File: config.mk
export PLATFORM = sky130hd
export DESIGN_NAME = card_serial_bus_front_end
export DESIGN_NICKNAME = d
export VERILOG_FILES = /design/src/design/card_front_pkg.sv /design/src/design/pin_sync.sv /design/src/design/card_serial_bus_front_end.sv
export SDC_FILE = /design/constraint.sdc
export NUM_CORES = 1
export LEC_CHECK = 0
export ABC_AREA = 1
export BUFFER_PORTS_ARGS = -buffer_cell sky130_fd_sc_hd__buf_2
export CAP_MARGIN = 20
export CELL_PAD_IN_SITES_DETAIL_PLACEMENT = 1
export CELL_PAD_IN_SITES_GLOBAL_PLACEMENT = 1
export CORE_UTILIZATION = 39
export DETAILED_ROUTE_END_ITERATION = 10
export PLACE_DENSITY_LB_ADDON = 0.1
export SYNTH_ARGS = -nofsm -noshare
export SYNTH_HDL_FRONTEND = slang
export SYNTH_SLANG_ARGS = --single-unit
File: constraint.sdc
create_clock -name i_clk_sys -period 1.25 [get_ports i_clk_sys]
set_input_delay 0.25 -clock i_clk_sys [delete_from_list [all_inputs] [get_ports i_clk_sys]]
set_output_delay 0.25 -clock i_clk_sys [all_outputs]
set_load 0.005 [all_outputs]
File: src/design/card_front_pkg.sv
// Shared constants and carrier types for the card serial bus front end.
// Assumes one system clock domain; all pins arrive asynchronous to it.
`default_nettype none
package card_front_pkg;
  // ----------------------------------------------------------------
  // Pin bundle indices
  // ----------------------------------------------------------------
  localparam int PIN_W = 4;
  localparam int PIN_CLK = 0;
  localparam int PIN_CMD = 1;
  localparam int PIN_DAT = 2;
  localparam int PIN_SEL = 3;

  // ----------------------------------------------------------------
  // Command frame layout
  // ----------------------------------------------------------------
  localparam logic [5:0] CMD_FRAME_BITS = 6'h30;
  localparam logic [5:0] CMD_HDR_BITS = 6'h08;
  localparam logic [1:0] CMD_HDR_PREFIX = 2'h1;
  localparam logic [5:0] GO_IDLE_INDEX = 6'h00;

  typedef enum logic {MODE_NATIVE, MODE_SPI} mode_t;

  typedef struct packed {
    logic clk;
    logic cmd;
    logic dat;
    logic sel_n;
  } pins_t;

  // Host clock idles low, other pins idle high
  localparam pins_t PIN_IDLE = '{clk: 1'b0, cmd: 1'b1, dat: 1'b1, sel_n: 1'b1};

  typedef struct packed {
    mode_t mode;
    logic in_frame;
    logic [5:0] bit_cnt;
    logic [7:0] hdr;
    logic sel_hi_seen;
    logic idle_cmd;
    logic rx_valid;
    logic rx_cmd_bit;
    logic rx_dat_bit;
    logic [5:0] cmd_index;
    logic cmd_index_valid;
    logic cmd_refused;
    logic cmd_out;
    logic cmd_oe_n;
    logic dat_out;
    logic dat_oe_n;
    logic tx_taken;
  } state_t;
endpackage
`default_nettype wire

File: src/design/pin_sync.sv
// Three-stage pin synchroniser with agreement filter and edge pulses.
// Assumes inputs are asynchronous to i_clk_sys.
`default_nettype none
module pin_sync #(
  parameter int W = 4,
  parameter logic [W-1:0] RST_VAL = '1
) (
  input wire logic i_clk_sys,
  input wire logic i_rstn,
  input wire logic [W-1:0] i_async,
  output logic [W-1:0] o_level,
  output logic [W-1:0] o_rise,
  output logic [W-1:0] o_fall
);
  logic [W-1:0] s1_r, s2_r, s3_r, lvl_r, rise_r, fall_r;
  logic [W-1:0] lvl_nxt;

  // Change taken only when stages two and three agree
  always_comb begin
    for (int i = 0; i < W; i++) begin
      lvl_nxt[i] = (s2_r[i] == s3_r[i]) ? s3_r[i] : lvl_r[i];
    end
  end

  // Reset to each pin's idle level so no false edge at release
  always_ff @(posedge i_clk_sys or negedge i_rstn) begin
    if (!i_rstn) begin
      s1_r <= RST_VAL;
      s2_r <= RST_VAL;
      s3_r <= RST_VAL;
      lvl_r <= RST_VAL;
      rise_r <= '0;
      fall_r <= '0;
    end else begin
      s1_r <= i_async;
      s2_r <= s1_r;
      s3_r <= s2_r;
      lvl_r <= lvl_nxt;
      rise_r <= lvl_nxt & ~lvl_r;
      fall_r <= ~lvl_nxt & lvl_r;
    end
  end

  assign o_level = lvl_r;
  assign o_rise = rise_r;
  assign o_fall = fall_r;
endmodule
`default_nettype wire

File: src/design/card_serial_bus_front_end.sv
// Pin-side front end of a serial flash card: native bus and SPI modes.
// Assumes power-on detector drives i_rstn; host clock well below i_clk_sys.
//
// Summary of operation
// - SPI only if select low during reset command
// - Shared pins, native mode after power-up
// - One command and data bit per clock
// - Command line open-drain at init, else push-pull
// - Host sends commands, card returns responses
// - Data line driven push-pull when outputting
// - Pins resynchronised into internal clock domain
// - Power-on detector resets, no external reset
// - Deselect during programming does not abort
// - No broadcast commands in SPI mode (not enforced: only stream and multi-block indices are refused)
// - SPI allows only single-block data commands
// - Select line replaces identification and addressing
// - SPI: command pin input, data pin output
// - SPI: card alone drives data out
`default_nettype none
module card_serial_bus_front_end
  import card_front_pkg::*;
#(
  parameter logic [5:0] STREAM_RD_INDEX = 6'h01,
  parameter logic [5:0] STREAM_WR_INDEX = 6'h02,
  parameter logic [5:0] MULTI_RD_INDEX = 6'h03,
  parameter logic [5:0] MULTI_WR_INDEX = 6'h04
) (
  input wire logic i_clk_sys,
  input wire logic i_rstn,
  input wire logic i_link_clk,
  input wire logic i_cmd,
  output logic o_cmd,
  output logic o_cmd_oe_n,
  input wire logic i_data_line,
  output logic o_data_line,
  output logic o_data_line_oe_n,
  input wire logic i_reserved_select_pin,
  input wire logic i_tx_cmd_en,
  input wire logic i_tx_cmd_bit,
  input wire logic i_tx_open_drain,
  input wire logic i_tx_dat_en,
  input wire logic i_tx_dat_bit,
  input wire logic i_prog_busy,
  output logic o_tx_taken,
  output logic o_rx_valid,
  output logic o_rx_cmd_bit,
  output logic o_rx_dat_bit,
  output logic [5:0] o_cmd_index,
  output logic o_cmd_index_valid,
  output logic o_cmd_refused,
  output logic o_spi_mode
);
  // ----------------------------------------------------------------
  // Pin synchronisation
  // ----------------------------------------------------------------
  pins_t pin_async, pin_lvl, pin_rise, pin_fall;
  state_t st_r, st_nxt;
  logic sel, hdr_done, frame_end;
  logic [7:0] hdr_next;

  assign pin_async = '{clk: i_link_clk, cmd: i_cmd, dat: i_data_line,
                       sel_n: i_reserved_select_pin};

  // Host clock only sampled; stopped clock simply yields no edges
  pin_sync #(.W(PIN_W), .RST_VAL(PIN_IDLE)) u_sync (
    .i_clk_sys(i_clk_sys),
    .i_rstn(i_rstn),
    .i_async(pin_async),
    .o_level(pin_lvl),
    .o_rise(pin_rise),
    .o_fall(pin_fall)
  );

  function automatic logic refused_index(input logic [5:0] idx);
    return idx == STREAM_RD_INDEX || idx == STREAM_WR_INDEX ||
           idx == MULTI_RD_INDEX || idx == MULTI_WR_INDEX;
  endfunction

  // ----------------------------------------------------------------
  // Next state
  // ----------------------------------------------------------------
  // In SPI mode a deselected card hears nothing and keeps quiet
  assign sel = (st_r.mode == MODE_NATIVE) || !pin_lvl.sel_n;
  assign hdr_next = {st_r.hdr[6:0], pin_lvl.cmd};
  assign hdr_done = st_r.bit_cnt == (CMD_HDR_BITS - 6'h01);
  assign frame_end = st_r.bit_cnt == (CMD_FRAME_BITS - 6'h01);

  always_comb begin
    st_nxt = st_r;
    st_nxt.rx_valid = 1'b0;
    st_nxt.tx_taken = 1'b0;
    st_nxt.cmd_index_valid = 1'b0;
    st_nxt.cmd_refused = 1'b0;
    // Sample on host rising edge, one bit per line
    if (pin_rise.clk && sel) begin
      st_nxt.rx_valid = 1'b1;
      st_nxt.rx_cmd_bit = pin_lvl.cmd;
      st_nxt.rx_dat_bit = pin_lvl.dat;
      if (!st_r.in_frame) begin
        // Own responses are not mistaken for commands
        if (!pin_lvl.cmd && !i_tx_cmd_en) begin
          st_nxt.in_frame = 1'b1;
          st_nxt.bit_cnt = 6'h01;
          st_nxt.hdr = hdr_next;
          st_nxt.sel_hi_seen = pin_lvl.sel_n;
          st_nxt.idle_cmd = 1'b0;
        end
      end else begin
        st_nxt.bit_cnt = st_r.bit_cnt + 6'h01;
        st_nxt.hdr = hdr_next;
        st_nxt.sel_hi_seen = st_r.sel_hi_seen | pin_lvl.sel_n;
        if (hdr_done) begin
          st_nxt.cmd_index = hdr_next[5:0];
          st_nxt.cmd_index_valid = hdr_next[7:6] == CMD_HDR_PREFIX;
          st_nxt.idle_cmd = (hdr_next[7:6] == CMD_HDR_PREFIX) &&
                            (hdr_next[5:0] == GO_IDLE_INDEX);
          st_nxt.cmd_refused = (st_r.mode == MODE_SPI) &&
                               refused_index(hdr_next[5:0]);
        end
        if (frame_end) begin
          st_nxt.in_frame = 1'b0;
          st_nxt.bit_cnt = '0;
          // Mode only changes by reset command with select held low
          if (st_r.idle_cmd && !st_r.sel_hi_seen && !pin_lvl.sel_n) begin
            st_nxt.mode = MODE_SPI;
          end
        end
      end
    end
    // Launch card bits on host falling edge
    if (pin_fall.clk && sel) begin
      st_nxt.tx_taken = 1'b1;
      if (st_r.mode == MODE_NATIVE) begin
        if (i_tx_cmd_en && i_tx_open_drain) begin
          st_nxt.cmd_out = 1'b0;
          st_nxt.cmd_oe_n = i_tx_cmd_bit;
        end else begin
          st_nxt.cmd_out = i_tx_cmd_bit;
          st_nxt.cmd_oe_n = !i_tx_cmd_en;
        end
        st_nxt.dat_out = i_tx_dat_bit;
        st_nxt.dat_oe_n = !i_tx_dat_en;
      end else begin
        st_nxt.dat_out = i_tx_dat_bit;
      end
    end
    // SPI: command pin is input only, data out owned while selected
    if (st_r.mode == MODE_SPI) begin
      st_nxt.cmd_oe_n = 1'b1;
      st_nxt.dat_oe_n = pin_lvl.sel_n;
      // Deselect drops a cut frame; programming core is never told
      if (pin_lvl.sel_n) begin
        st_nxt.in_frame = 1'b0;
        st_nxt.bit_cnt = '0;
      end
    end
  end

  // ----------------------------------------------------------------
  // State register
  // ----------------------------------------------------------------
  // Only reset is the on-card power-on detector
  always_ff @(posedge i_clk_sys or negedge i_rstn) begin
    if (!i_rstn) begin
      st_r <= '{mode: MODE_NATIVE, in_frame: 1'b0, bit_cnt: 6'h00,
                hdr: 8'hFF, sel_hi_seen: 1'b0, idle_cmd: 1'b0,
                rx_valid: 1'b0, rx_cmd_bit: 1'b1, rx_dat_bit: 1'b1,
                cmd_index: 6'h00, cmd_index_valid: 1'b0, cmd_refused: 1'b0,
                cmd_out: 1'b1, cmd_oe_n: 1'b1, dat_out: 1'b1,
                dat_oe_n: 1'b1, tx_taken: 1'b0};
    end else begin
      st_r <= st_nxt;
    end
  end

  assign o_cmd = st_r.cmd_out;
  assign o_cmd_oe_n = st_r.cmd_oe_n;
  assign o_data_line = st_r.dat_out;
  assign o_data_line_oe_n = st_r.dat_oe_n;
  assign o_tx_taken = st_r.tx_taken;
  assign o_rx_valid = st_r.rx_valid;
  assign o_rx_cmd_bit = st_r.rx_cmd_bit;
  assign o_rx_dat_bit = st_r.rx_dat_bit;
  assign o_cmd_index = st_r.cmd_index;
  assign o_cmd_index_valid = st_r.cmd_index_valid;
  assign o_cmd_refused = st_r.cmd_refused;
  assign o_spi_mode = st_r.mode == MODE_SPI;
endmodule
`default_nettype wire

# After elaboration in Yosys (flattened, before gate mapping)
# Cells that the tools add are included.
# totals
ff_bits	58
out_inout_bits	17
# op_classes
add_sub_neg	1
eq_ne	12
mux	19
bitwise_logic	6
reduce_logical	25
# ops
op	count
17-bit two-way mux	2
28-bit two-way mux	1
7-bit two-way mux	3
8-bit two-way mux	2
6-bit by 2-bit equality test with 1-bit output, second input constant	2
6-bit by 3-bit equality test with 1-bit output, second input constant	2
1-bit two-way mux	9
4-bit AND	2
1-bit logical AND	8
4-bit inverter	2
6-bit by 1-bit adder with 6-bit output, second input constant	1
6-bit by 1-bit equality test with 1-bit output, second input constant	1
6-bit equality test, second input constant	1
6-bit logical NOT	1
3-bit AND reduction	2
1-bit logical NOT	5
1-bit equality test	4
1-bit logical OR	4
4-bit two-way mux	1
2-bit AND reduction	2
4-bit AND reduction	1
2-bit nonzero test	2
2-bit by 1-bit equality test with 1-bit output, second input constant	1
2-bit two-way mux	1
3 further kinds	3

# Logic depth before layout (Yosys ltp)
# Gate-level depths: netlist of run 1.
# logic_depth
ltp_word	10
mapped_depth	8
depth_no_buf	8

# Cells and area by module
# A second synthesis of run 1 with hierarchy kept.
# hier_totals
cells_unflattened	233
hier_area_um2	2352.3
# by_module_without_submodules
mod	instances	cells_per_inst	area_each_um2	seq_area_each_um2
card_serial_bus_front_end	1	179	1606.5	842.1
pin_sync	1	54	745.7	615.6

# Worst setup path before layout of run 1
# No wires, ideal clock.
# synth_path
kind	register to register
start	reg st_r[26] (netlist bit)
end	reg st_r[16] (netlist bit)
setup_time_ps	121
t_arrival_ps	1227
t_required_ps	1129
slack_ps	-98
stages_incl_launch_ff	8
path_buffers	1
cell_sequence	dfrtp_1 -> ha_1 -> nand2_2 -> nor3_4 -> nand2_2 -> buf_6 -> o211ai_2 -> nand2_2
# synth_between
elab_chain_len	3
# synth_rtl
element	line	source
from (decl)	card_serial_bus_front_end.sv:57	state_t st_r, st_nxt;
from (signal assigned)	card_serial_bus_front_end.sv:165	st_r <= '{mode: MODE_NATIVE, in_frame: 1'b0, bit_cnt: 6'h00,
from (signal assigned)	card_serial_bus_front_end.sv:172	st_r <= st_nxt;
6-bit by 3-bit equality test with 1-bit output	card_serial_bus_front_end.sv:85	assign hdr_done = st_r.bit_cnt == (CMD_HDR_BITS - 6'h01);
2-bit by 1-bit != test with 1-bit output (no line)	-	
3-bit AND reduction (no line)	-	
# Every way passes these cells.
# A chain may end at the register's enable or synchronous reset.

# Worst setup path in the final report of run 1
# layout_path
start	reg st_r[26] (netlist bit)
end	reg st_r, in the netlist o_cmd_index[5]
# layout_between
elab_chain_len	2
# layout_rtl
element	line
6-bit by 3-bit equality test with 1-bit output	card_serial_bus_front_end.sv:85
3-bit AND reduction (no line)	-
# Every way passes these cells.

==> results.yml, run 1 <==
run_status:
  status: "finished with violations"
  violations: "negative setup slack"
grt:
  grt_util_all_layers: 0.184
  first_global_vias: 1649
  grt_antenna_before_repair: 0
  grt_pass1_wl_um: 7640
  grt_max_degree: 52
  overflow: 0
synth:
  ys_top_cells_by_count: "nand2_1 (44), dfrtp_1 (26), dfstp_2 (25)"
  synthCells: 200
  synth.top_cell.area_share: 0.313
  synth_edf_count: 0
  synth_top_cells_by_area: "dfstp_2 (31%), dfrtp_1 (31%), nand2_1 (7.9%)"
  synth_ff_type: "dfrtp_1"
  yosysSeqAreaShare: 0.623
  synth.avg_cell_area_um2: 10.5
  synthArstFlopShare: 1.00
  yosysMostFrequentCell: "nand2_1"
  ys_ff_latch: 51
  yosysUniqueCellTypes: 30
  syn_nets: 213
  yosysTopAreaCell: "dfstp_2"
  yosysWarnings: 0
  netlist_area_um2: 2100
route:
  routed_wl_um: 4900
  vias: 1585
  viasPerCell: 4.72
  drc: 0
  ant_nets: 0
  drt_iter0_markers: 32
  wl_per_cell_um: 14.6
  dr.pass1.iters: 4
cells_and_area:
  final_net_count: 278
  num_antenna_cells: 0
  fin_cells: 336
  fillers: 599
  drive_gt1_frac: 0.541
  multi_input_comb_area_um2: 783
  layout.area.seq_um2: 1310
  stdcell_area_um2: 2880
  finish.utilization: 0.559
  area_delta_synth_final_pct: 37.0
sta:
  period_needed_ns: 1.29
  fin_crit_sh: 1.03
  worst_slack_ns: -0.0362
  setup_viol: 9
  skew_ns: 0.0126
  slew_headroom: 0.815
  worst_slew_pin_slew_ns: 0.278
  finalHoldViolations: 0
  max_freq_ghz: 0.777
  slew_violations: 0
  rsz0062_at_grt: "true"
critical_path:
  crit_fanout: 14
  cp_data_required_time_ns: 1.45
  r2r.worst_path.cells: 7
  critPathLaunch: "st_r[26]$_DFF_PN0_"
  regToRegSetupSlack_ns: -0.04
  worst-setup-path-type: "flip-flop to flip-flop"
  crit_path_start_kind: "flip-flop"
  r2r-end: "o_cmd_index[5]$_DFFE_PN0P_"
  cp.arrival_ns: 1.49
  r2r-start: "st_r[26]$_DFF_PN0_"
  cp-end-kind: "flip-flop"
die:
  dieArea_um2: 5680
  core.rowCount: 26
  core_area_um2: 5140
  pin_count: 29
  die_w_um: 75.4
  start_util: 0.408
  die_y_um: 75.4
clock_tree:
  clock_latency_ns: 0.31
  clock_path_buffers: 2
  path_clk_slew_ns: 0.10
  numCtsBuffers: 5
  htreeDepth: 2
  numClockSinks: 51
  cts_tree: "done"
  cts-root-buf: "clkbuf_8"
job:
  cap_violations: 0
hold_path:
  min_from: "i_data_line"
  hold_path_class: "primary input to flip-flop"
  min_to: "u_sync.s1_r[1]$_DFF_PN1_"
  hold_path_depth: 1
power:
  leakage_nw: 1.36
  p_total_mw: 4.89
  vdd.ir_drop.worst_mv: 0.806
  power_density_nw_per_um2: 1700
place:
  dp_hpwl_um: 3330
  placedCellCount: 320
  io_buffer_count: 27
  placed_area_um2: 2510
  gp_congestion: 0.792
==> state kept, by name, summed over array words and instances, names as in the netlist, named ones only <==
| name | flops |
|---|---|
| st_r | 9 |
| hdr_next | 7 |
| o_cmd_index | 6 |
| u_sync.s1_r | 4 |
| u_sync.s2_r | 4 |
| u_sync.s3_r | 4 |
| o_cmd | 1 |
| o_cmd_index_valid | 1 |
| o_cmd_oe_n | 1 |
| o_cmd_refused | 1 |
| o_data_line | 1 |
| o_data_line_oe_n | 1 |
| o_rx_cmd_bit | 1 |
| o_rx_dat_bit | 1 |
| o_rx_valid | 1 |
| o_spi_mode | 1 |
| o_tx_taken | 1 |
| u_sync.o_fall | 1 |
| u_sync.o_level | 1 |
| u_sync.o_rise | 1 |
==> stage by stage <==
step                setup slack, ns  hold slack (ns)  TNS, ns
floorplan                   -0.0442          -0.0456  -0.0736
global placement            -0.0338            0.257   -0.392
detailed placement          -0.0926            0.258    -1.15
CTS                         -0.0265           0.0247   -0.125
global route                -0.0938           0.0157    -1.07
finish                      -0.0362           0.0373   -0.192
==> worst max-delay path by stage <==
stage	endpoint	slack, ns	cells past startpoint
2_1_floorplan	st_r[16]$_DFFE_PN0P_	-0.04	7
3_3_place_gp	hdr_next[2]$_DFFE_PN1P_	-0.03	7
3_5_place_dp	hdr_next[7]$_DFFE_PN1P_	-0.09	7
4_1_cts	o_cmd_index[0]$_DFFE_PN0P_	-0.03	7
5_1_grt	st_r[31]$_DFF_PN0_	-0.09	9
6_report	o_cmd_index[5]$_DFFE_PN0P_	-0.04	7
==> report_power, final <==
part           switching, mW  internal [mW]
logic                  0.800          0.758
registers              0.278           2.10
clock network          0.551          0.403
==> worst max-delay path, stage by stage (launching register included) <==
cell,delay (ns)
dfrtp_1,0.41
ha_4,0.18
nand2_4,0.06
nor3_4,0.16
nand2_2,0.10
buf_12,0.16
nand2_2,0.06
o21ai_2,0.05
==> logic make-up after synthesis <==
group,after synthesis,share of synthesized area
and+or+nand+nor,79,0.174
DFF,51,0.623
AOI/OAI and AO/OA,35,0.109
buffers and inverters,31,0.0733
adders and majority gates,4,0.0203
==> cells in the final DEF, fill, tap and decap left out, types with 2 or more instances in the layout <==
master,Yosys,final
dfstp_2,25,25
buf_2,0,26
inv_2,3,3
nand4_1,4,4
nand2_1,44,34
buf_12,0,3
nor2_2,2,2
inv_4,0,2
nor2_4,0,3
clkbuf_8,0,5
o22ai_2,1,2
nand2_4,1,5
o21ai_0,5,4
nor3_4,1,2
maj3_1,3,3
o21ai_1,6,7
dfrtp_2,0,2
dfrtp_1,26,24
nor2_1,13,10
o21ai_2,7,6
nor3_1,2,2
nand2_2,4,9
inv_1,20,18
a21oi_1,9,7
buf_4,6,29
a22oi_2,0,2
nand3_1,5,4
a21oi_2,0,2
buf_6,2,5
==> repair_timing <==
action / 4_1_cts / 5_1_grt
setup endpoints to repair: 24 / 24
pin swaps: 1 / 6
hold endpoints to repair: 26 / 0
gates resized for setup: 17 / 30
gates cloned: 0 / 1
setup buffers: 3 / 3
hold buffers: 1 / 0
==> layout make-up <==
| cell class | count | share of cell area |
|---|---|---|
| multi-input cells | 118 | 0.272 |
| flip-flops and latches | 51 | 0.456 |
| clock inverters | 2 | 0.00566 |
| clock buffers | 6 | 0.0252 |
| well taps | 70 | 0.0305 |
| inverters | 23 | 0.0318 |
| repair buffers | 66 | 0.179 |
==> per-layer routing <==
layer  GRT usage  wire length, µm
met4      0.0700               69
met5           0                0
met3      0.0410              156
met2       0.310             2600
met1       0.234             2080
Note: power is estimated with default switching activity, not from simulation.
==> run 2, diff against run 1 <==
- ABC_AREA: 1 -> default
- CORE_UTILIZATION: 39 -> 41
==> run 2 against run 1 <==
Against the previous run: the flow still finishes with violations (negative setup slack); power grew 2.0%; sequential power about the same; worst setup slack worse by 0.15 ns; maximum frequency shrank 11%; combinational power is 11% lower; area after synthesis shrank 2.6%; largest power group unchanged; wire length down 4.1%; count of clock-buffer cells in the layout unchanged.
==> results.yml, run 2 <==
cells_and_area:
  fin_cells: 290
  final_common_cell: "buf_4"
  largest_register_ffs: 9
  final_net_count: 235
  final_cell_mix: "buf_4 (31), buf_2 (27), dfrtp_1 (26), dfstp_2 (25), nand2_1 (22)"
  fillers: 501
  drive_gt1_frac: 0.614
  num_antenna_cells: 0
  area_delta_synth_final_pct: 36.4
  regMostFlops: "st_r"
synth:
  ys_ff_latch: 51
  yosysSeqAreaShare: 0.640
  yosysMostFrequentCell: "dfrtp_1"
  netlist_area_um2: 2040
  yosysTopAreaCell: "dfstp_2"
  ys_top_cells_by_count: "dfrtp_1 (26), dfstp_2 (25), nand2_1 (22)"
  synthAdderAreaFrac: 0.0257
  yosysWarnings: 0
  synth_edf_count: 0
  synth_top_cells_by_area: "dfstp_2 (32%), dfrtp_1 (32%), mux2_2 (7.2%)"
  synth_simple_gate_area_frac: 0.136
  synth.area.mux_share: 0.0716
  synth.top_cell.area_share: 0.321
  yosysUniqueCellTypes: 39
  synthCells: 160
  synthXorXnorAreaFrac: 0.00429
  synthArstFlopShare: 1.00
  synth.avg_cell_area_um2: 12.8
  synth_compound_area_frac: 0.0814
  synth_top_family_by_area: "simple AND/OR/NAND/NOR gates"
  synth_ff_type: "dfrtp_1"
  syn_nets: 173
die:
  start_util: 0.430
  core_area_um2: 4750
  die_y_um: 72.6
  die_w_um: 72.6
  dieArea_um2: 5270
  core.rowCount: 25
  pin_count: 29
grt:
  grt_util_all_layers: 0.202
  met2_usage: 0.347
  overflow: 0
  grt_pass1_wl_um: 7780
  busiest_layer: "met2"
  grt_max_degree: 44
  first_global_vias: 1538
  grt_antenna_before_repair: 0
  globalRouteMet3Util: 0.0387
  grt_use_met1: 0.248
sta:
  worst_slew_pin_slew_ns: 0.314
  setup_viol: 24
  slew_headroom: 0.790
  period_needed_ns: 1.44
  worst_slack_ns: -0.190
  rsz0062_at_grt: "true"
  slew_violations: 0
  max_freq_ghz: 0.695
  skew_ns: 0.00615
  fin_crit_sh: 1.15
  finalHoldViolations: 0
route:
  ant_nets: 0
  viasPerCell: 4.97
  wl_per_cell_um: 16.2
  vias: 1441
  routed_wl_um: 4700
  drc: 0
  drt_iter0_markers: 29
  dr.pass1.iters: 3
place:
  gp_congestion: 0.807
  dp_hpwl_um: 3130
  pre_cts_slack_ns: -0.212
  placedCellCount: 273
  io_buffer_count: 27
run_status:
  status: "finished with violations"
  violations: "negative setup slack"
hold_path:
  hold_path_class: "primary input to flip-flop"
power:
  vdd.ir_drop.worst_mv: 1.27
  leakage_nw: 1.26
  power_density_nw_per_um2: 1790
clock_tree:
  htreeDepth: 2
  clock_path_buffers: 2
  numClockSinks: 51
  cts-root-buf: "clkbuf_8"
  path_clk_slew_ns: 0.09
  numCtsBuffers: 5
  clock_latency_ns: 0.30
  cts_tree: "done"
critical_path:
  worst-setup-path-type: "flip-flop to flip-flop"
  cp.arrival_ns: 1.63
  cp-end-kind: "flip-flop"
  crit_path_start_kind: "flip-flop"
  crit_fanout: 5
  cp_data_required_time_ns: 1.44
job:
  cap_violations: 0
[run 2: changes by cell type after synthesis, moves of 3 or more]
cell	previous run	this run
nand2_1	44	22
inv_1	20	2
mux2_2	0	13
o21ai_2	7	0
o21ai_1	6	0
nand4_1	4	0
a21oi_1	9	6
inv_2	3	0
nand2_2	4	1
nor2_1	13	10
[run 2: metal layers]
layer	routed length, µm	up-vias
met3	112	7
met4	78	0
met5	0	-
met2	2490	21
met1	2020	734
li1	-	679
[run 2: area by class of cell]
type                            instances  area, µm²  share of cell area
Sequential cell                        51       1310               0.469
Multi-Input combinational cell         98        815               0.292
Clock buffer                            6       82.6              0.0296
Timing Repair Buffer                   63        432               0.155
Tap cell                               67       83.8              0.0301
Inverter                                3       27.5             0.00988
Clock inverter                          2       38.8              0.0139
[run 2: final timing paths]
path / slack, ns / end / startpoint / cells past startpoint
worst max-delay path: -0.19 / o_cmd_index[1]$_DFFE_PN0P_ / st_r[26]$_DFF_PN0_ / 4
worst min-delay path: 0.04 / u_sync.s1_r[0]$_DFF_PN1_ / i_reserved_select_pin / 1
worst max register to register: -0.19 / o_cmd_index[1]$_DFFE_PN0P_ / st_r[26]$_DFF_PN0_ / 4
worst min register to register: 0.36 / u_sync.s2_r[2]$_DFF_PN1_ / u_sync.s1_r[2]$_DFF_PN1_ / 0
max in group asynchronous: 0.36 / hdr_next[6]$_DFFE_PN1P_ / i_rstn / 3
min in group asynchronous: 0.33 / st_r[29]$_DFF_PN0_ / i_rstn / 2
[run 2: through the flow]
step | area, µm² | setup TNS [ns] | power, mW | hold slack, ns | util
detailed placement | 2420 | -3.14 | 3.46 | 0.124 | 0.509
global route | 2790 | -3.62 | 5.27 | 0.00929 | 0.586
CTS | 2700 | -2.11 | 4.94 | 0.0272 | 0.567
finish | 2790 | -2.33 | 4.99 | 0.0396 | 0.586
global placement | 2420 | -2.25 | 3.38 | 0.125 | 0.509
floorplan | 2050 | -1.95 | 2.96 | -0.0456 | -
[run 2: cell families (layout without fill, tap and decap cells)]
logic type,count (synthesis),count (layout)
AOI/OAI and AO/OA,24,24
xor gates and xnor gates,1,1
adders and majority gates,5,5
buffers and inverters,12,74
DFF,51,51
muxes,13,13
and+or+nand+nor,54,55
[run 2: repair_timing]
item | in CTS | in global routing
hold buffers | 1 | 0
gates resized for setup | 31 | 10
setup endpoints to repair | 26 | 27
setup buffers | 2 | 6
pin swaps | 3 | 7
hold endpoints to repair | 4 | 0
gates cloned | 1 | 0
[run 2: critical path, stage by stage, from the launching register on]
cell     delay [ns]
dfrtp_1        0.42
ha_4           0.18
and3b_2        0.23
nand4_2        0.14
mux2_2         0.35
[run 2: power by group]
part	internal [mW]	total, mW	leakage [nW]	switching, mW
clock network	0.659	1.20	0.0618	0.546
logic	0.750	1.39	0.604	0.639
registers	2.11	2.40	0.598	0.281
==> run 3, diff against run 2 <==
- CORE_UTILIZATION: 41 -> 45
- clock period: 1.25 -> 1.35 ns (I/O delays scaled with it)
==> run 3 against run 2 <==
Against the previous run: the run still ends with negative setup slack left; global-route usage rose by 1.2 points; register-to-register slack better by 0.098 ns; critical path type unchanged; hold slack improved by 0.0039 ns; clock power shrank 22%; combinational power down 17%; non-clock buffer count shrank 13; critical endpoint is now o_cmd_index[2]$_DFFE_PN0P_; clock skew is 0.0058 ns higher; power fell by 14%; sequential power shrank 7%; largest cell class unchanged.
==> results.yml, run 3 (same netlist as run 2, synthesis figures left out) <==
sta:
  skew_ns: 0.0120
  setup_tns_ns: -0.668
  period_needed_ns: 1.44
  slew_headroom: 0.795
  rsz0062_at_grt: "true"
  worst_slack_ns: -0.0913
  slew_violations: 0
  finalHoldViolations: 0
  setup_viol: 11
  worst_slew_pin_slew_ns: 0.308
  whs_ns: 0.0435
  fin_crit_sh: 1.07
  max_freq_ghz: 0.694
run_status:
  violations: "negative setup slack"
  status: "finished with violations"
route:
  drc: 0
  drt_iter0_markers: 54
  wl_per_cell_um: 18.7
  vias: 1420
  routed_wl_um: 4890
  viasPerCell: 5.42
  ant_nets: 0
  dr.pass1.iters: 4
power:
  intPower_mw: 2.94
  vdd.ir_drop.worst_mv: 0.881
  leakage_nw: 1.19
  power.clock.fraction: 0.217
  power_density_nw_per_um2: 1660
  pwr-share-seq: 0.517
  comb_power_share: 0.266
  p_sw_frac: 0.318
  p_total_mw: 4.31
  p_switching_mw: 1.37
die:
  core_area_um2: 4350
  core.rowCount: 24
  die_w_um: 69.4
  pin_count: 29
  die_y_um: 69.4
  dieArea_um2: 4810
  start_util: 0.469
hold_path:
  hold_path_class: "primary input to flip-flop"
grt:
  grt_util_all_layers: 0.213
  first_global_vias: 1553
  grt_antenna_before_repair: 0
  grt_max_degree: 52
  overflow: 0
  grt_pass1_wl_um: 7810
cells_and_area:
  num_antenna_cells: 0
  fin_cells: 262
  area_delta_synth_final_pct: 27.2
  multi_input_comb_area_um2: 769
  regMostFlops: "st_r"
  final_common_cell: "buf_2"
  stdcell_area_um2: 2600
  finish.utilization: 0.597
  final_cell_mix: "buf_2 (27), dfrtp_1 (26), dfstp_2 (25), nand2_1 (22), buf_4 (17)"
  drive_gt1_frac: 0.557
  final_net_count: 222
  layout.area.seq_um2: 1310
  fillers: 448
  largest_register_ffs: 9
critical_path:
  cp_data_required_time_ns: 1.55
  crit_fanout: 7
  crit_path_start_kind: "flip-flop"
  worst-setup-path-type: "flip-flop to flip-flop"
  cp.arrival_ns: 1.64
  path_cells: "a21bo_4 -> clkinv_8 -> nand4_4 -> mux2_2"
  critical-path-top-delay-family: "flip-flops"
  critPathSlowestCell: "dfstp_2"
  cp-end-kind: "flip-flop"
  cpPeakStageDelay_ns: 0.56
  crit_buf_inv: 1
clock_tree:
  cts_tree: "done"
  numClockSinks: 51
  clock_path_buffers: 2
  htreeDepth: 2
  clock_latency_ns: 0.32
  numCtsBuffers: 5
  cts-root-buf: "clkbuf_8"
  path_clk_slew_ns: 0.10
place:
  io_buffer_count: 27
  pre_cts_slack_ns: -0.122
  dp_hpwl_um: 3180
  gp_congestion: 0.831
  placed_area_um2: 2350
  placedCellCount: 251
job:
  cap_violations: 0
run 3: cell type report:
class | instances | area share
clock buffer | 5 | 0.0265
tap | 52 | 0.0250
multi-input combinational | 98 | 0.296
sequential | 51 | 0.503
inverter | 3 | 0.00915
clock inverter | 3 | 0.0101
timing repair buffer | 50 | 0.130
run 3: layer usage:
metal  global-route usage  routed length (µm)  vias to the layer above
met5                    0                   0                        -
met4               0.0658                  67                        0
met3               0.0451                  95                        6
met2                0.388                2740                       17
met1                0.250                1980                      744
li1                     -                   -                      653
run 3: path summary, 6_finish.rpt:
kind	startpoint	endpoint	slack, ns	depth (start not counted)
min in group asynchronous	i_rstn	st_r[29]$_DFF_PN0_	0.46	3
hold reg to reg	u_sync.s1_r[0]$_DFF_PN1_	u_sync.s2_r[0]$_DFF_PN1_	0.36	0
max in group asynchronous	i_rstn	hdr_next[5]$_DFFE_PN1P_	0.60	3
hold / removal	i_data_line	u_sync.s1_r[1]$_DFF_PN1_	0.04	1
setup / recovery	flip-flop	o_cmd_index[2]$_DFFE_PN0P_	-0.09	4
setup reg to reg	flip-flop	o_cmd_index[2]$_DFFE_PN0P_	-0.09	4
run 3: worst reg2reg max path: cells and delay by family (launching register included):
| family | cells | cell delay, ns |
|---|---|---|
| muxes | 1 | 0.35 |
| buffers and inverters | 1 | 0.10 |
| DFF | 1 | 0.56 |
| AOI/OAI and AO/OA | 1 | 0.17 |
| and+or+nand+nor | 1 | 0.15 |
run 3: timing repair:
item	in CTS	in global routing
hold buffers	1	0
pin swaps	6	4
cloned	1	0
resized for setup	12	22
setup buffers	1	1
endpoints found under the hold margin	26	0
setup endpoints to repair	22	23
run 3: power groups by stage:
| stage | sequential (mW) | combinational [mW] | clock, mW |
|---|---|---|---|
| finish | 2.23 | 1.15 | 0.934 |
| CTS | 2.22 | 1.01 | 0.952 |
| global route | 2.27 | 1.25 | 1.02 |
| detailed placement | 2.24 | 0.928 | 0 |
| floorplan | 2.18 | 0.559 | 0 |
| global placement | 2.20 | 0.866 | 0 |
